File: src/design/sem_port_pkg.sv
// Purpose: Shared constants and types for the dual-port RAM port controller
// Assumes: 100 MHz sys_clk; timing figures of the fastest speed grade
// Notes:   Cycle counts derive from nanosecond figures, rounded up as minimums
package sem_port_pkg;

   localparam int CLK_NS      = 10;
   localparam int ADDR_W      = 15;
   localparam int DATA_W      = 8;

   // ***************************************************************
   // Timing figures in ns
   // ***************************************************************
   localparam int T_WP_NS     = 12;   // Least write pulse
   localparam int T_WZ_NS     = 10;   // Longest output float after strobe
   localparam int T_DW_NS     = 10;   // Least data setup to write end
   localparam int T_DH_NS     = 0;    // Least data_hold_after_write_end
   localparam int T_SWRD_NS   = 5;    // Least flag write to read time
   localparam int T_SAA_NS    = 15;   // Longest flag read access

   function automatic int cyc_up(input int ns);
      int c;
      c = (ns + CLK_NS - 1) / CLK_NS;
      return (c < 1) ? 1 : c;
   endfunction : cyc_up

   localparam int WP_CYC      = cyc_up(T_WP_NS);
   localparam int FLOAT_CYC   = cyc_up(T_WZ_NS) + cyc_up(T_DW_NS);
   localparam int PULSE_CYC   = (WP_CYC > FLOAT_CYC) ? WP_CYC : FLOAT_CYC;
   localparam int HOLD_CYC    = cyc_up(T_DH_NS);
   localparam int SWRD_CYC    = cyc_up(T_SWRD_NS);
   localparam int SAA_CYC     = cyc_up(T_SAA_NS);
   localparam int TMR_W       = 4;

   // ***************************************************************
   // Commands
   // ***************************************************************
   typedef enum logic [1:0] {
      OP_ARRAY_WRITE = 2'h0,
      OP_FLAG_WRITE  = 2'h1,
      OP_FLAG_TAKE   = 2'h2
   } op_e;

   typedef struct packed {
      op_e                op;
      logic [ADDR_W-1:0]  addr;
      logic [DATA_W-1:0]  data;
   } cmd_s;

   typedef struct packed {
      logic               granted;
      logic [DATA_W-1:0]  data;
   } rsp_s;

endpackage : sem_port_pkg

File: src/design/cycle_timer.sv
// Purpose: Down-counter that times one wait of a given number of cycles
// Assumes: load and expired are sampled on the same sys_clk
// Notes:   Loaded with cycles minus one; expired while count is zero
`timescale 1ns/1ps
module cycle_timer
   import sem_port_pkg::*;
#(
   parameter int W = TMR_W
) (
   input  wire logic          sys_clk,
   input  wire logic          rst,
   input  wire logic          load,
   input  wire logic [W-1:0]  value,
   output logic               expired
);

   logic [W-1:0] count;

   always_ff @(posedge sys_clk) begin
      if (rst) begin
         count <= '0;
      end else if (load) begin
         count <= value;
      end else if (count != '0) begin
         count <= count - W'(1);
      end
   end

   assign expired = (count == '0);

endmodule : cycle_timer

File: src/design/sem_port_host.sv
// Purpose: Drives one port of an asynchronous dual-port RAM for array and
//          flag writes, and flag take with read-back
// Assumes: Pins sampled synchronously; device output float within T_WZ_NS
// Notes:   Output enable stays high during every write
`timescale 1ns/1ps
module sem_port_host
   import sem_port_pkg::*;
#(
   parameter int AW = ADDR_W,
   parameter int DW = DATA_W
) (
   input  wire logic           sys_clk,
   input  wire logic           rst,
   input  wire logic           cmd_valid,
   input  wire cmd_s           cmd,
   output logic                cmd_ready,
   output logic                rsp_valid,
   output rsp_s                rsp,
   output logic [AW-1:0]       mem_addr,
   output logic                ce_n,
   output logic                flag_select_n,
   output logic                rw_n,
   output logic                oe_n,
   input  wire logic [DW-1:0]  data_in,
   output logic [DW-1:0]       data_out,
   output logic                data_oe
);

   // ***************************************************************
   // State machine
   // ***************************************************************
   typedef enum logic [6:0] {
      ST_IDLE  = 7'b000_0001,
      ST_SETUP = 7'b000_0010,
      ST_PULSE = 7'b000_0100,
      ST_HOLD  = 7'b000_1000,
      ST_GAP   = 7'b001_0000,
      ST_READ  = 7'b010_0000,
      ST_DONE  = 7'b100_0000
   } state_e;

   state_e              state;
   op_e                 op;
   logic                tmr_load;
   logic [TMR_W-1:0]    tmr_value;
   logic                tmr_expired;
   logic [DW-1:0]       cmd_data_q;

   cycle_timer #(
      .W       (TMR_W)
   ) u_timer (
      .sys_clk (sys_clk),
      .rst     (rst),
      .load    (tmr_load),
      .value   (tmr_value),
      .expired (tmr_expired)
   );

   always_comb begin
      tmr_load  = 1'b0;
      tmr_value = '0;
      case (state)
         ST_SETUP: begin
            tmr_load  = 1'b1;
            tmr_value = TMR_W'(PULSE_CYC - 1);
         end
         ST_HOLD: begin
            tmr_load  = 1'b1;
            tmr_value = TMR_W'(SWRD_CYC - 1);
         end
         ST_GAP: begin
            tmr_load  = tmr_expired;
            tmr_value = TMR_W'(SAA_CYC - 1);
         end
         default: begin
            tmr_load  = 1'b0;
            tmr_value = '0;
         end
      endcase
   end

   always_ff @(posedge sys_clk) begin
      if (rst) begin
         state <= ST_IDLE;
      end else begin
         case (state)
            ST_IDLE:  if (cmd_valid && cmd_ready) state <= ST_SETUP;
            ST_SETUP: state <= ST_PULSE;
            ST_PULSE: if (tmr_expired) state <= ST_HOLD;
            ST_HOLD:  state <= (op == OP_FLAG_TAKE) ? ST_GAP : ST_DONE;
            ST_GAP:   if (tmr_expired) state <= ST_READ;
            ST_READ:  if (tmr_expired) state <= ST_DONE;
            ST_DONE:  state <= ST_IDLE;
            default:  state <= ST_IDLE;
         endcase
      end
   end

   // ***************************************************************
   // Command capture; one request in flight at a time
   // ***************************************************************
   always_ff @(posedge sys_clk) begin
      if (rst) begin
         cmd_ready <= 1'b0;
      end else if (state == ST_IDLE && cmd_valid && cmd_ready) begin
         cmd_ready <= 1'b0;
      end else if (state == ST_IDLE) begin
         cmd_ready <= 1'b1;
      end
   end

   // Address moves only in idle, where the strobe is high
   always_ff @(posedge sys_clk) begin
      if (rst) begin
         op       <= OP_ARRAY_WRITE;
         mem_addr <= '0;
      end else if (state == ST_IDLE && cmd_valid && cmd_ready) begin
         op       <= cmd.op;
         mem_addr <= cmd.addr[AW-1:0];
      end
   end

   // ***************************************************************
   // Selects: array or flag, never both, fixed for the whole access
   // ***************************************************************
   always_ff @(posedge sys_clk) begin
      if (rst) begin
         ce_n          <= 1'b1;
         flag_select_n <= 1'b1;
      end else if (state == ST_IDLE && cmd_valid && cmd_ready) begin
         ce_n          <= (cmd.op != OP_ARRAY_WRITE);
         flag_select_n <= (cmd.op == OP_ARRAY_WRITE);
      end else if (state == ST_DONE) begin
         ce_n          <= 1'b1;
         flag_select_n <= 1'b1;
      end
   end

   // Strobe falls after select, so the device keeps its pins floating
   always_ff @(posedge sys_clk) begin
      if (rst) begin
         rw_n <= 1'b1;
      end else if (state == ST_SETUP) begin
         rw_n <= 1'b0;
      end else if (state == ST_PULSE && tmr_expired) begin
         rw_n <= 1'b1;
      end
   end

   // Data held one cycle past the strobe rise for margin on hold time
   always_ff @(posedge sys_clk) begin
      if (rst) begin
         data_out <= '0;
         data_oe  <= 1'b0;
      end else if (state == ST_SETUP) begin
         data_out <= (op == OP_FLAG_TAKE) ? '0 : cmd_data_q;
         data_oe  <= 1'b1;
      end else if (state == ST_HOLD) begin
         data_oe  <= 1'b0;
      end
   end

   always_ff @(posedge sys_clk) begin
      if (rst) begin
         cmd_data_q <= '0;
      end else if (state == ST_IDLE && cmd_valid && cmd_ready) begin
         cmd_data_q <= cmd.data[DW-1:0];
      end
   end

   // Read-back begins only after the write-to-read gap
   always_ff @(posedge sys_clk) begin
      if (rst) begin
         oe_n <= 1'b1;
      end else if (state == ST_GAP && tmr_expired) begin
         oe_n <= 1'b0;
      end else if (state == ST_READ && tmr_expired) begin
         oe_n <= 1'b1;
      end
   end

   // ***************************************************************
   // Answer
   // ***************************************************************
   always_ff @(posedge sys_clk) begin
      if (rst) begin
         rsp_valid <= 1'b0;
         rsp       <= '0;
      end else if (state == ST_READ && tmr_expired) begin
         rsp_valid    <= 1'b1;
         rsp.data     <= data_in;
         rsp.granted  <= ~data_in[0];
      end else if (state == ST_HOLD && op != OP_FLAG_TAKE) begin
         rsp_valid    <= 1'b1;
         rsp.data     <= cmd_data_q;
         rsp.granted  <= 1'b0;
      end else begin
         rsp_valid    <= 1'b0;
      end
   end
endmodule : sem_port_host

File: config.mk
export PLATFORM = sky130hd
export DESIGN_NAME = sem_port_host
export DESIGN_NICKNAME = d
export VERILOG_FILES = /design/src/design/sem_port_pkg.sv /design/src/design/cycle_timer.sv /design/src/design/sem_port_host.sv
export SDC_FILE = /design/constraint.sdc
export NUM_CORES = 1
export LEC_CHECK = 0
export ABC_AREA = 1
export ABC_CLOCK_PERIOD_IN_PS = 1470
export BUFFER_PORTS_ARGS = -buffer_cell sky130_fd_sc_hd__buf_2
export CAP_MARGIN = 20
export CELL_PAD_IN_SITES_DETAIL_PLACEMENT = 0
export CELL_PAD_IN_SITES_GLOBAL_PLACEMENT = 1
export CORE_ASPECT_RATIO = 0.5
export CORE_MARGIN = 4
export CORE_UTILIZATION = 32
export DETAILED_ROUTE_END_ITERATION = 10
export PLACE_DENSITY_LB_ADDON = 0.1
export SYNTH_ARGS = -nofsm -noshare
export SYNTH_HDL_FRONTEND = slang
export SYNTH_SLANG_ARGS = --single-unit
File: constraint.sdc
create_clock -name sys_clk -period 1.47 [get_ports sys_clk]
set_input_delay 0.294 -clock sys_clk [delete_from_list [all_inputs] [get_ports sys_clk]]
set_output_delay 0.294 -clock sys_clk [all_outputs]
set_load 0.02 [all_outputs]
======== After elaboration in Yosys (flattened, before gate mapping) ========
Cells that the tools add are included.
W data, S select, Z words.
storage, ports and cells
  bits in registers ....................... 60
  output and inout port bits .............. 39
  logic and storage cells ................. 75
operators by class
  add/sub/neg operators ................... 1
  equality and inequality tests ........... 13
  muxes and demuxes ....................... 24
  bitwise logic cells ..................... 1
  reductions and logical operators ........ 21
operator list
  cell                   count
  $pmux W7 S6            1
  $mux W7                5
  $mux W9                2
  $reduce_bool A2 Y1     7
  $mux W1                12
  $ne A2 B2 Y1 const B   5
  $mux W4                2
  $mux W8                1
  $eq A7 B1 Y1 const B   1
  $eq A7 B2 Y1 const B   1
  $eq A7 B3 Y1 const B   1
  $eq A7 B4 Y1 const B   1
  $eq A7 B5 Y1 const B   1
  $eq A7 B6 Y1 const B   1
  $eq A7 B7 Y1 const B   1
  $logic_and A1 B1 Y1    7
  $reduce_or A2 Y1       3
  $logic_not A4 Y1       1
  $reduce_and A4 Y1      1
  $reduce_bool A4 Y1     1
  $sub A4 B1 Y4 const B  1
  $eq A2 B2 Y1 const B   1
  $logic_not A2 Y1       1
  $pmux W1 S2            1
  $not A1 Y1             1

======== Depth between registers and ports, before layout ========
Gate-level depths: netlist (run 1).
  word-level depth ........................ 4
  mapped depth ............................ 11
  gate-level depth less buffers ........... 10

======== By module ========
A second synthesis (run 1) with hierarchy kept.
unflattened totals
  cells, all modules ...................... 343
  area, all modules ....................... 2548.7 sq um
modules (own cells, without submodules)
  module         instances  cells each  area each (sq um)  sequential area each (sq um)
  sem_port_host  1          303         2301.0             1121.1
  cycle_timer    1          40          247.7              80.1

======== Least setup slack after synthesis (run 1) ========
Ideal clock, no wire load.
  kind .................................... register to register
  start point ............................. register u_timer.count[0]
  end point ............................... register state[2]
  arrival time ............................ 1.352 ns
  required time ........................... 1.352 ns
  slack ................................... -0.001 ns
  cell stages (with the launch flop) ...... 11
  path buffers ............................ 2
  clock period less this slack ............ 1.471 ns
  cells stage by stage .................... dfxtp_1 -> inv_1 -> ha_1 -> nand2_1 -> buf_2 -> nand3_2 -> nand2_1 -> nor2_2 -> buf_4 -> o21ai_1 -> nor2_1
between the ends
  longest elaborated chain between the ends .. 3
  elaborated cells on any way between the ends .. 5
RTL lines
  what                             RTL line             text
  start, declared                  cycle_timer.sv:17    logic [W-1:0] count;
  start signal, assigned           cycle_timer.sv:23    count <= value;
  start signal, assigned           cycle_timer.sv:25    count <= count - W'(1);
  $logic_not A4 Y1 (*)             cycle_timer.sv:29    assign expired = (count == '0);
  $ne A2 B2 Y1 (no line)           n/a
  $reduce_and A4 Y1 (no line) (*)  n/a
  end signal, assigned             sem_port_host.sv:90  ST_HOLD: state <= (op == OP_FLAG_TAKE) ? ST_GAP : ST_DONE;
  end, declared                    sem_port_host.sv:42  state_e state;
Every way passes the cells marked *; elsewhere a longest branch is shown, timed or not.
A chain may end at the register's enable or synchronous reset.

======== Worst setup path after layout (run 1) ========
  start point ............................. register state[4]
  end point ............................... register rsp[2] (netlist bit)
between the ends
  longest elaborated chain between the ends .. 3
  elaborated cells on any way between the ends .. 6
RTL lines
  what                                           RTL line                                    text
  $eq A7 B6 Y1 or $eq A7 B4 Y1 (tied branches)   sem_port_host.sv:189, sem_port_host.sv:193
  $logic_and A1 B1 Y1 (on tied branches)         sem_port_host.sv:189, sem_port_host.sv:193
  $mux W9 or $reduce_bool A2 Y1 (tied branches)  n/a
  end, declared                                  sem_port_host.sv:18                         output rsp_s rsp,
Several ways; a longest one is shown, not always the timed one.

==> results of run 1 <==
[flip-flops by register name, indices dropped and copies added, names as in the netlist]
signal / count
data_out: 8
mem_addr: 15
data_oe: 1
oe_n: 1
rsp_valid: 1
ce_n: 1
cmd_data_q: 8
cmd_ready: 1
state: 7
op: 2
rw_n: 1
rsp: 9
u_timer.count: 4
flag_select_n: 1
[report_power, final]
part	switching (mW)	internal [mW]	leakage [nW]
registers	0.210	1.94	0.492
clock network	0.663	1.15	0.131
logic	1.40	0.981	1.08
[kinds of logic after synthesis]
kind of cell | after synthesis | share of synthesized area [%]
simple gates | 173 | 31.84
flops | 60 | 47.76
compound gates | 59 | 11.94
buf+inv | 36 | 6.766
xor+xnor | 2 | 0.6966
fa+ha+maj | 2 | 0.9949
[cell type report]
class | instances | area (sq um) | area share [%]
multi-input cells | 237 | 1277 | 34.91
inverters | 20 | 86.33 | 2.359
clock inverters | 3 | 15.01 | 0.4103
well taps | 108 | 135.1 | 3.692
clock buffers | 11 | 242.7 | 6.632
flip-flops and latches | 60 | 1214 | 33.16
repair buffers | 109 | 689.4 | 18.84
[worst min-delay path, stage by stage]
cell and delay, ps:
buf_2 70, nor2_1 30, nor2_1 80
[final timing paths]
path | startpoint | slack (ps) | cells past startpoint | to
setup reg to reg | state[4] | 70 | 9 | rsp[2]
hold / removal | cmd[9] | 200 | 3 | mem_addr[1]
setup / recovery | state[4] | 70 | 9 | rsp[2]
hold reg to reg | data_out[5] | 460 | 2 | data_out[5]
[repair_timing]
| item | 4_1_cts | 5_1_grt |
|---|---|---|
| resized for setup | 10 | 38 |
| setup buffers | 1 | 5 |
| hold endpoints to repair | 0 | 0 |
| gates cloned | 1 | 0 |
| pin swaps | 4 | 13 |
| hold buffers | 0 | 0 |
| setup endpoints to repair | 22 | 40 |
[metal layers]
layer,wire length (microns),GRT usage (%)
met5,0,0
met4,53,4.675
met3,602,6.747
met2,3010,23.76
met1,3503,20.84
[through the flow]
step                      power (mW)  hold slack (ps)
after floorplan                3.501            428.3
after global placement         4.229            448.6
after detailed placement       4.260            453.9
after CTS                      6.159            186.8
after global routing           6.790            193.7
final                          6.343            197.1
[synth_stat cells, drive strengths merged]
master and number:
a211oi 1, a21oi 24, buf 10, clkbuf 6
clkinv 3, dfxtp 60, ha 2, inv 17
nand2 56, nand3 36, nand3b 1, nand4 2
nor2 70, nor3 6, nor4 1, o211ai 1
o21ai 33, or2 1, xnor2 2
==> results.yml, run 1 <==
pwr:
  ir_worst_vdd_mv: 0.6051
  powerDensity_nw_per_um2: 1733
  leakage_nw: 1.703
synthesis:
  synth.avg_cell_area_sq_um: 7.575
  synth_area_leaders: "dfxtp_1, nor2_1, nand2_1"
  ys_types: 30
  yosysTopAreaCellShare_pct: 47.76
  yosysSeqAreaShare_pct: 47.76
  netlist_area_sq_um: 2515
  synth_seq_cells: 60
  netlist_instances: 332
  synth_nets: 370
  yosysWarnings: 0
  synth_top_cell_by_area: "dfxtp_1"
sta:
  slew_violations: 0
  post-route-period-util_pct: 95.43
  fmax_ghz: 0.7128
  setup_violations: 0
  hold_viol: 0
  skew_ps: 4.568
  timing.final.crit_period_ps: 1403
  relSlewSlack_pct: 80.08
  finalWorstSetupSlack_ps: 67.13
  finalSetupTns_ps: 0
  worstMarginPinSlew_ps: 298.8
worst_setup_path:
  cp_top_family: "simple AND/OR/NAND/NOR gates"
  startpoint_type: "flip-flop"
  worst-path-max-fanout: 6
  slowest_stage: "dfxtp_2"
  arrival_ps: 1660
  criticalPathCategory: "reg2reg"
  cp-end-kind: "flip-flop"
  worstPathCellList: "clkinv_2, buf_4, nand3_1, nor2_4, clkinv_2, nand2_4, buf_12, nand3_1, a21oi_1"
  required_ps: 1720
  path_buf_inv: 4
  cpPeakStageDelay_ps: 330
detailed_routing:
  drc: 0
  num_vias: 2530
  drt_pass1_iterations: 4
  drt_iter0_markers: 127
  routed_wl_microns: 7169
  vias_per_cell: 4.617
  antenna_left: 0
  wl_per_cell_microns: 13.08
grt:
  grt_max_degree: 34
  antenna_found_initial: 0
  grt_overflow_total: 0
  grt_pass1_vias: 2470
  track_usage_pct: 15.82
  grt_pass1_wl_microns: 11880
place:
  dpl.hpwl_microns: 5031
  portBuffers: 74
  dpl-instance-area_sq_um: 3182
  dp_slack_ps: -96.49
  dp_cells: 527
  gp_congestion: 0.8145
cells_and_area:
  fin_cells: 548
  final_util_pct: 48.88
  layout_common_cells: "buf_2, nor2_1, dfxtp_1, nand2_1, nand3_1"
  final_cell_area_sq_um: 3660
  final_common_cell: "buf_2"
  finalNetCount: 475
  n_fill_cell: 760
  antenna_cells: 0
  drive_gt1_share_pct: 38.86
  area_growth_pct: 45.52
cts:
  htreeDepth: 3
  clock_path_buffers: 2
  clkSlewWorstSetupHoldPaths_ps: 50
  clock_sinks: 60
  numCtsBuffers: 9
  clock_latency_ps: 320
  cts_tree: "built"
  clock-root-buffer: "clkbuf_16"
die:
  core_sq_um: 7487
  io_pins: 75
  die_x_microns: 133.4
  dieArea_sq_um: 9427
  start_util_pct: 33.59
  rows: 22
  die_h_microns: 70.69
run_status:
  status: "finished clean"
job:
  maxCapViolCount: 0
hold_path:
  hp-class: "in2reg"
No activity file was read; power rests on OpenSTA's default activity.
==> run 2, diff against run 1 <==
Settings changed: ABC_CLOCK_PERIOD_IN_PS 1470 to 1700, CORE_UTILIZATION 32 to 39.
Clock period 1.47 ns to 1.7 ns, I/O delays scaled along.
==> run 2 against run 1 <==
Effect of this change:
- flip-flop and latch count unchanged
- combinational power shrank 27%
- total power decreased by 16%
- register-to-register slack gained 60 ps
- non-clock buffer count down 21
==> results.yml, run 2 (same netlist as run 1, synthesis figures left out) <==
cts:
  cts_tree: "built"
  clock_latency_ps: 330
  numCtsBuffers: 9
  clock_path_buffers: 2
  clock_sinks: 60
  clkSlewWorstSetupHoldPaths_ps: 50
  htreeDepth: 3
  cts_hold_buf: 0
  clock-root-buffer: "clkbuf_16"
grt:
  grt_overflow_total: 0
  grt_pass1_vias: 2310
  track_usage_pct: 18.23
  antenna_found_initial: 0
  grt_pass1_wl_microns: 11050
  grt_max_degree: 34
worst_setup_path:
  startpoint_type: "flip-flop"
  arrival_ps: 1840
  required_ps: 1960
  cp-end-kind: "flip-flop"
  worst-path-max-fanout: 7
  criticalPathCategory: "reg2reg"
die:
  dieArea_sq_um: 7875
  die_x_microns: 121.6
  rows: 20
  core_sq_um: 6156
  start_util_pct: 40.85
  io_pins: 75
  die_h_microns: 64.78
sta:
  post-route-period-util_pct: 92.61
  relSlewSlack_pct: 70.58
  slew_violations: 0
  worstMarginPinSlew_ps: 438.0
  hold_viol: 0
  rsz0062_at_grt: "no"
  fmax_ghz: 0.6352
  setup_violations: 0
  skew_ps: 4.440
  timing.final.crit_period_ps: 1574
detailed_routing:
  vias_per_cell: 4.771
  drc: 0
  routed_wl_microns: 6793
  wl_per_cell_microns: 13.40
  drt_iter0_markers: 142
  antenna_left: 0
  num_vias: 2419
  drt_pass1_iterations: 4
place:
  portBuffers: 74
  dpl-instance-area_sq_um: 3012
  gp_congestion: 0.7437
  dpl.hpwl_microns: 4748
hold_path:
  hp-class: "in2reg"
cells_and_area:
  final_common_cell: "buf_2"
  antenna_cells: 0
  largest_register_ffs: 15
  drive_gt1_share_pct: 31.98
  top_register: "mem_addr"
  top_regs: "mem_addr x15, rsp x9"
  finalNetCount: 453
  final_cell_area_sq_um: 3343
  area_growth_pct: 32.94
  layout_common_cells: "buf_2, nor2_1, dfxtp_1, nand2_1, nand3_1"
pwr:
  powerDensity_nw_per_um2: 1592
  ir_worst_vdd_mv: 0.8779
  leakage_nw: 1.559
  total_power_mw: 5.322
run_status:
  status: "finished clean"
job:
  maxCapViolCount: 0
## run 2: changes by cell type in the layout (fill, tap and decap cells not counted), sizes merged
cell / change
buf: -21
clkbuf: +3
clkinv: -2
nor2: -1
## run 2: critical path, cell delays in order (launching register included)
cell	delay [ps]
dfxtp_1	330
inv_2	80
ha_2	200
nand2_4	90
nand3_2	110
nand2_1	110
nor2_4	180
buf_4	170
nand3_1	90
a21oi_2	150
## run 2: area by class of cell
class	instances	area [sq um]
tap	88	110.1
timing repair buffer	88	488.0
inverter	20	76.32
multi-input combinational	236	1179
sequential	60	1201
clock inverter	1	5.005
clock buffer	14	284.0
fill	595	2813
## run 2: what timing repair did
item	in CTS	in global routing
pin swaps	0	1
setup buffers	0	1
gates resized for setup	2	8
setup endpoints to repair	7	11
## run 2: final timing paths
check	start	slack [ps]	end	depth (start not counted)
worst max-delay path	u_timer.count[0]	130	rsp[4]	9
worst min-delay path	cmd[5]	230	cmd_data_q[5]	3
worst max register to register	u_timer.count[0]	130	rsp[4]	9
worst min register to register	rsp[1]	460	rsp[1]	2
## run 2: per-layer routing
layer | up-vias | part of all wire, % | global-route usage [%] | routed length (microns)
li1 | 1251 | - | - | -
met1 | 1083 | 49 | 24.66 | 3322
met2 | 77 | 41 | 25.50 | 2757
met3 | 8 | 9.7 | 9.852 | 659
met4 | 0 | 0.77 | 3.771 | 52
met5 | - | 0 | 0 | 0
## run 2: power breakdown
part	total, mW	internal [mW]	switching (mW)
Clock	1.72	1.13	0.586
Combinational	1.74	0.652	1.09
Sequential	1.86	1.67	0.189
## run 2: per-stage QoR
stage / TNS (ps) / setup WS, ps / util [%] / cells / hold slack, ps
final: 0 / 125.6 / 54.31 / 507 / 234.5
after global routing: 0 / 19.87 / 54.31 / 507 / 237.0
after CTS: 0 / 62.12 / 53.74 / 506 / 223.6
after detailed placement: -38.76 / -33.06 / 48.92 / 491 / 454.4
after global placement: 0 / 93.42 / 48.92 / 491 / 446.7
after floorplan: 0 / 229.5 / - / 332 / 449.4
==> run 3, diff against run 2 <==
Settings changed: BUFFER_PORTS_ARGS -buffer_cell sky130_fd_sc_hd__buf_2 to unset, CORE_UTILIZATION 39 to 40, DONT_BUFFER_PORTS set to 1.
==> run 3 against run 2 <==
Effect of this change:
- via count down 12%
- first-iteration DRC count up 3.5%
- design area decreased by 10%
- clock power rose by 17%
==> results.yml, run 3 (same netlist as run 1, synthesis figures left out) <==
run_status:
  status: "finished clean"
worst_setup_path:
  startpoint_type: "flip-flop"
  worst-path-max-fanout: 6
  reg2reg_slack_ps: 150
  reg2reg_to: "rsp[4]"
  criticalPathCategory: "reg2reg"
  required_ps: 1960
  rr_startpoint: "u_timer.count[0]"
  cp-end-kind: "flip-flop"
  arrival_ps: 1810
  rr_worst_depth: 9
job:
  maxCapViolCount: 0
detailed_routing:
  num_vias: 2127
  drt_pass1_iterations: 4
  wl_per_cell_microns: 14.78
  vias_per_cell: 4.912
  routed_wl_microns: 6399
  drt_iter0_markers: 147
  drc: 0
  antenna_left: 0
sta:
  hold_ws_ps: 74.41
  relSlewSlack_pct: 69.83
  setup_violations: 0
  timing.final.crit_period_ps: 1555
  rsz0062_at_grt: "no"
  worstMarginPinSlew_ps: 449.0
  skew_ps: 4.954
  post-route-period-util_pct: 91.44
  finalSetupTns_ps: 0
  fmax_ghz: 0.6433
  slew_violations: 0
  hold_viol: 0
die:
  core_sq_um: 6081
  start_util_pct: 41.36
  die_x_microns: 120.1
  die_h_microns: 64.07
  io_pins: 75
  dieArea_sq_um: 7697
  rows: 20
place:
  gp_congestion: 0.7890
  dpl-instance-area_sq_um: 2641
  dpl.hpwl_microns: 4506
  portBuffers: 0
hold_path:
  holdPathEnd: "rsp[2]"
  min_path_cells: 1
  hp-class: "in2reg"
  worstHoldStart: "rst"
grt:
  antenna_found_initial: 0
  busiest_layer: "met1"
  grt_pass1_wl_microns: 10430
  grt_use_met2_pct: 22.99
  track_usage_pct: 17.65
  grt_overflow_total: 0
  grt_use_met3_pct: 9.461
  grt_pass1_vias: 2089
  met1_usage_pct: 24.54
  grt_max_degree: 33
cts:
  cts_setup_buffers: 0
  htreeDepth: 3
  clock_path_buffers: 2
  clkSlewWorstSetupHoldPaths_ps: 50
  clock_sinks: 60
  numCtsBuffers: 9
  clock-root-buffer: "clkbuf_16"
  cts_hold_buf: 0
  cts_tree: "built"
  clock_latency_ps: 330
  cts.repair.resized: 1
cells_and_area:
  final_cell_area_sq_um: 3004
  largest_register_ffs: 15
  top_regs: "mem_addr x15, rsp x9"
  top_register: "mem_addr"
  layout_common_cells: "nor2_1, dfxtp_1, nand2_1, nand3_1, o21ai_0"
  antenna_cells: 0
  finalNetCount: 378
  final_common_cell: "nor2_1"
  drive_gt1_share_pct: 16.52
  area_growth_pct: 19.45
pwr:
  total_power_mw: 5.406
  ir_worst_vdd_mv: 0.7281
  leakage_nw: 1.234
  powerDensity_nw_per_um2: 1800
[run 3: area by class of cell]
| type | instances | area, sq um |
|---|---|---|
| Sequential cell | 60 | 1201 |
| Multi-Input combinational cell | 236 | 1169 |
| Clock buffer | 13 | 270.3 |
| Tap cell | 88 | 110.1 |
| Timing Repair Buffer | 13 | 110.1 |
| Clock inverter | 3 | 67.56 |
| Inverter | 20 | 76.32 |
| Fill cell | 610 | 3077 |
[run 3: worst max-delay path, stage by stage, from the launching register on]
cell	delay, ps
dfxtp_1	320
inv_1	100
ha_1	170
nand2_2	110
nand3_2	100
nand2_1	100
nor2_4	190
buf_4	170
nand3_1	70
a21oi_1	150
[run 3: metrics by stage]
step	instances	worst slack, ps	util [%]
global placement	417	138.9	43.44
global route	433	14.85	49.40
floorplan	332	229.5	-
CTS	433	63.07	49.07
detailed placement	417	13.30	43.44
finish	433	145.4	49.40
[run 3: worst max path at each step]
stage                                start  endpoint  slack [ps]  cells after the start
final                     u_timer.count[0]    rsp[4]         150                      9
after global routing              state[2]    rsp[8]          10                      8
after CTS                 u_timer.count[0]    rsp[1]          60                      9
after detailed placement  u_timer.count[0]    rsp[1]          10                      9
after global placement    u_timer.count[0]    rsp[3]         140                      9
after floorplan           u_timer.count[0]  state[2]         230                     10
[run 3: report_power, final]
group	total [mW]	switching [mW]	internal, mW
combinational	1.37	0.865	0.509
clock	2.02	0.622	1.40
sequential	2.01	0.335	1.67
[run 3: routing by layer]
| metal | up-vias | part of all wire (%) |
|---|---|---|
| li1 | 1106 | - |
| met1 | 948 | 49 |
| met2 | 69 | 40 |
| met3 | 4 | 11 |
| met4 | 0 | 0.45 |
| met5 | - | 0 |
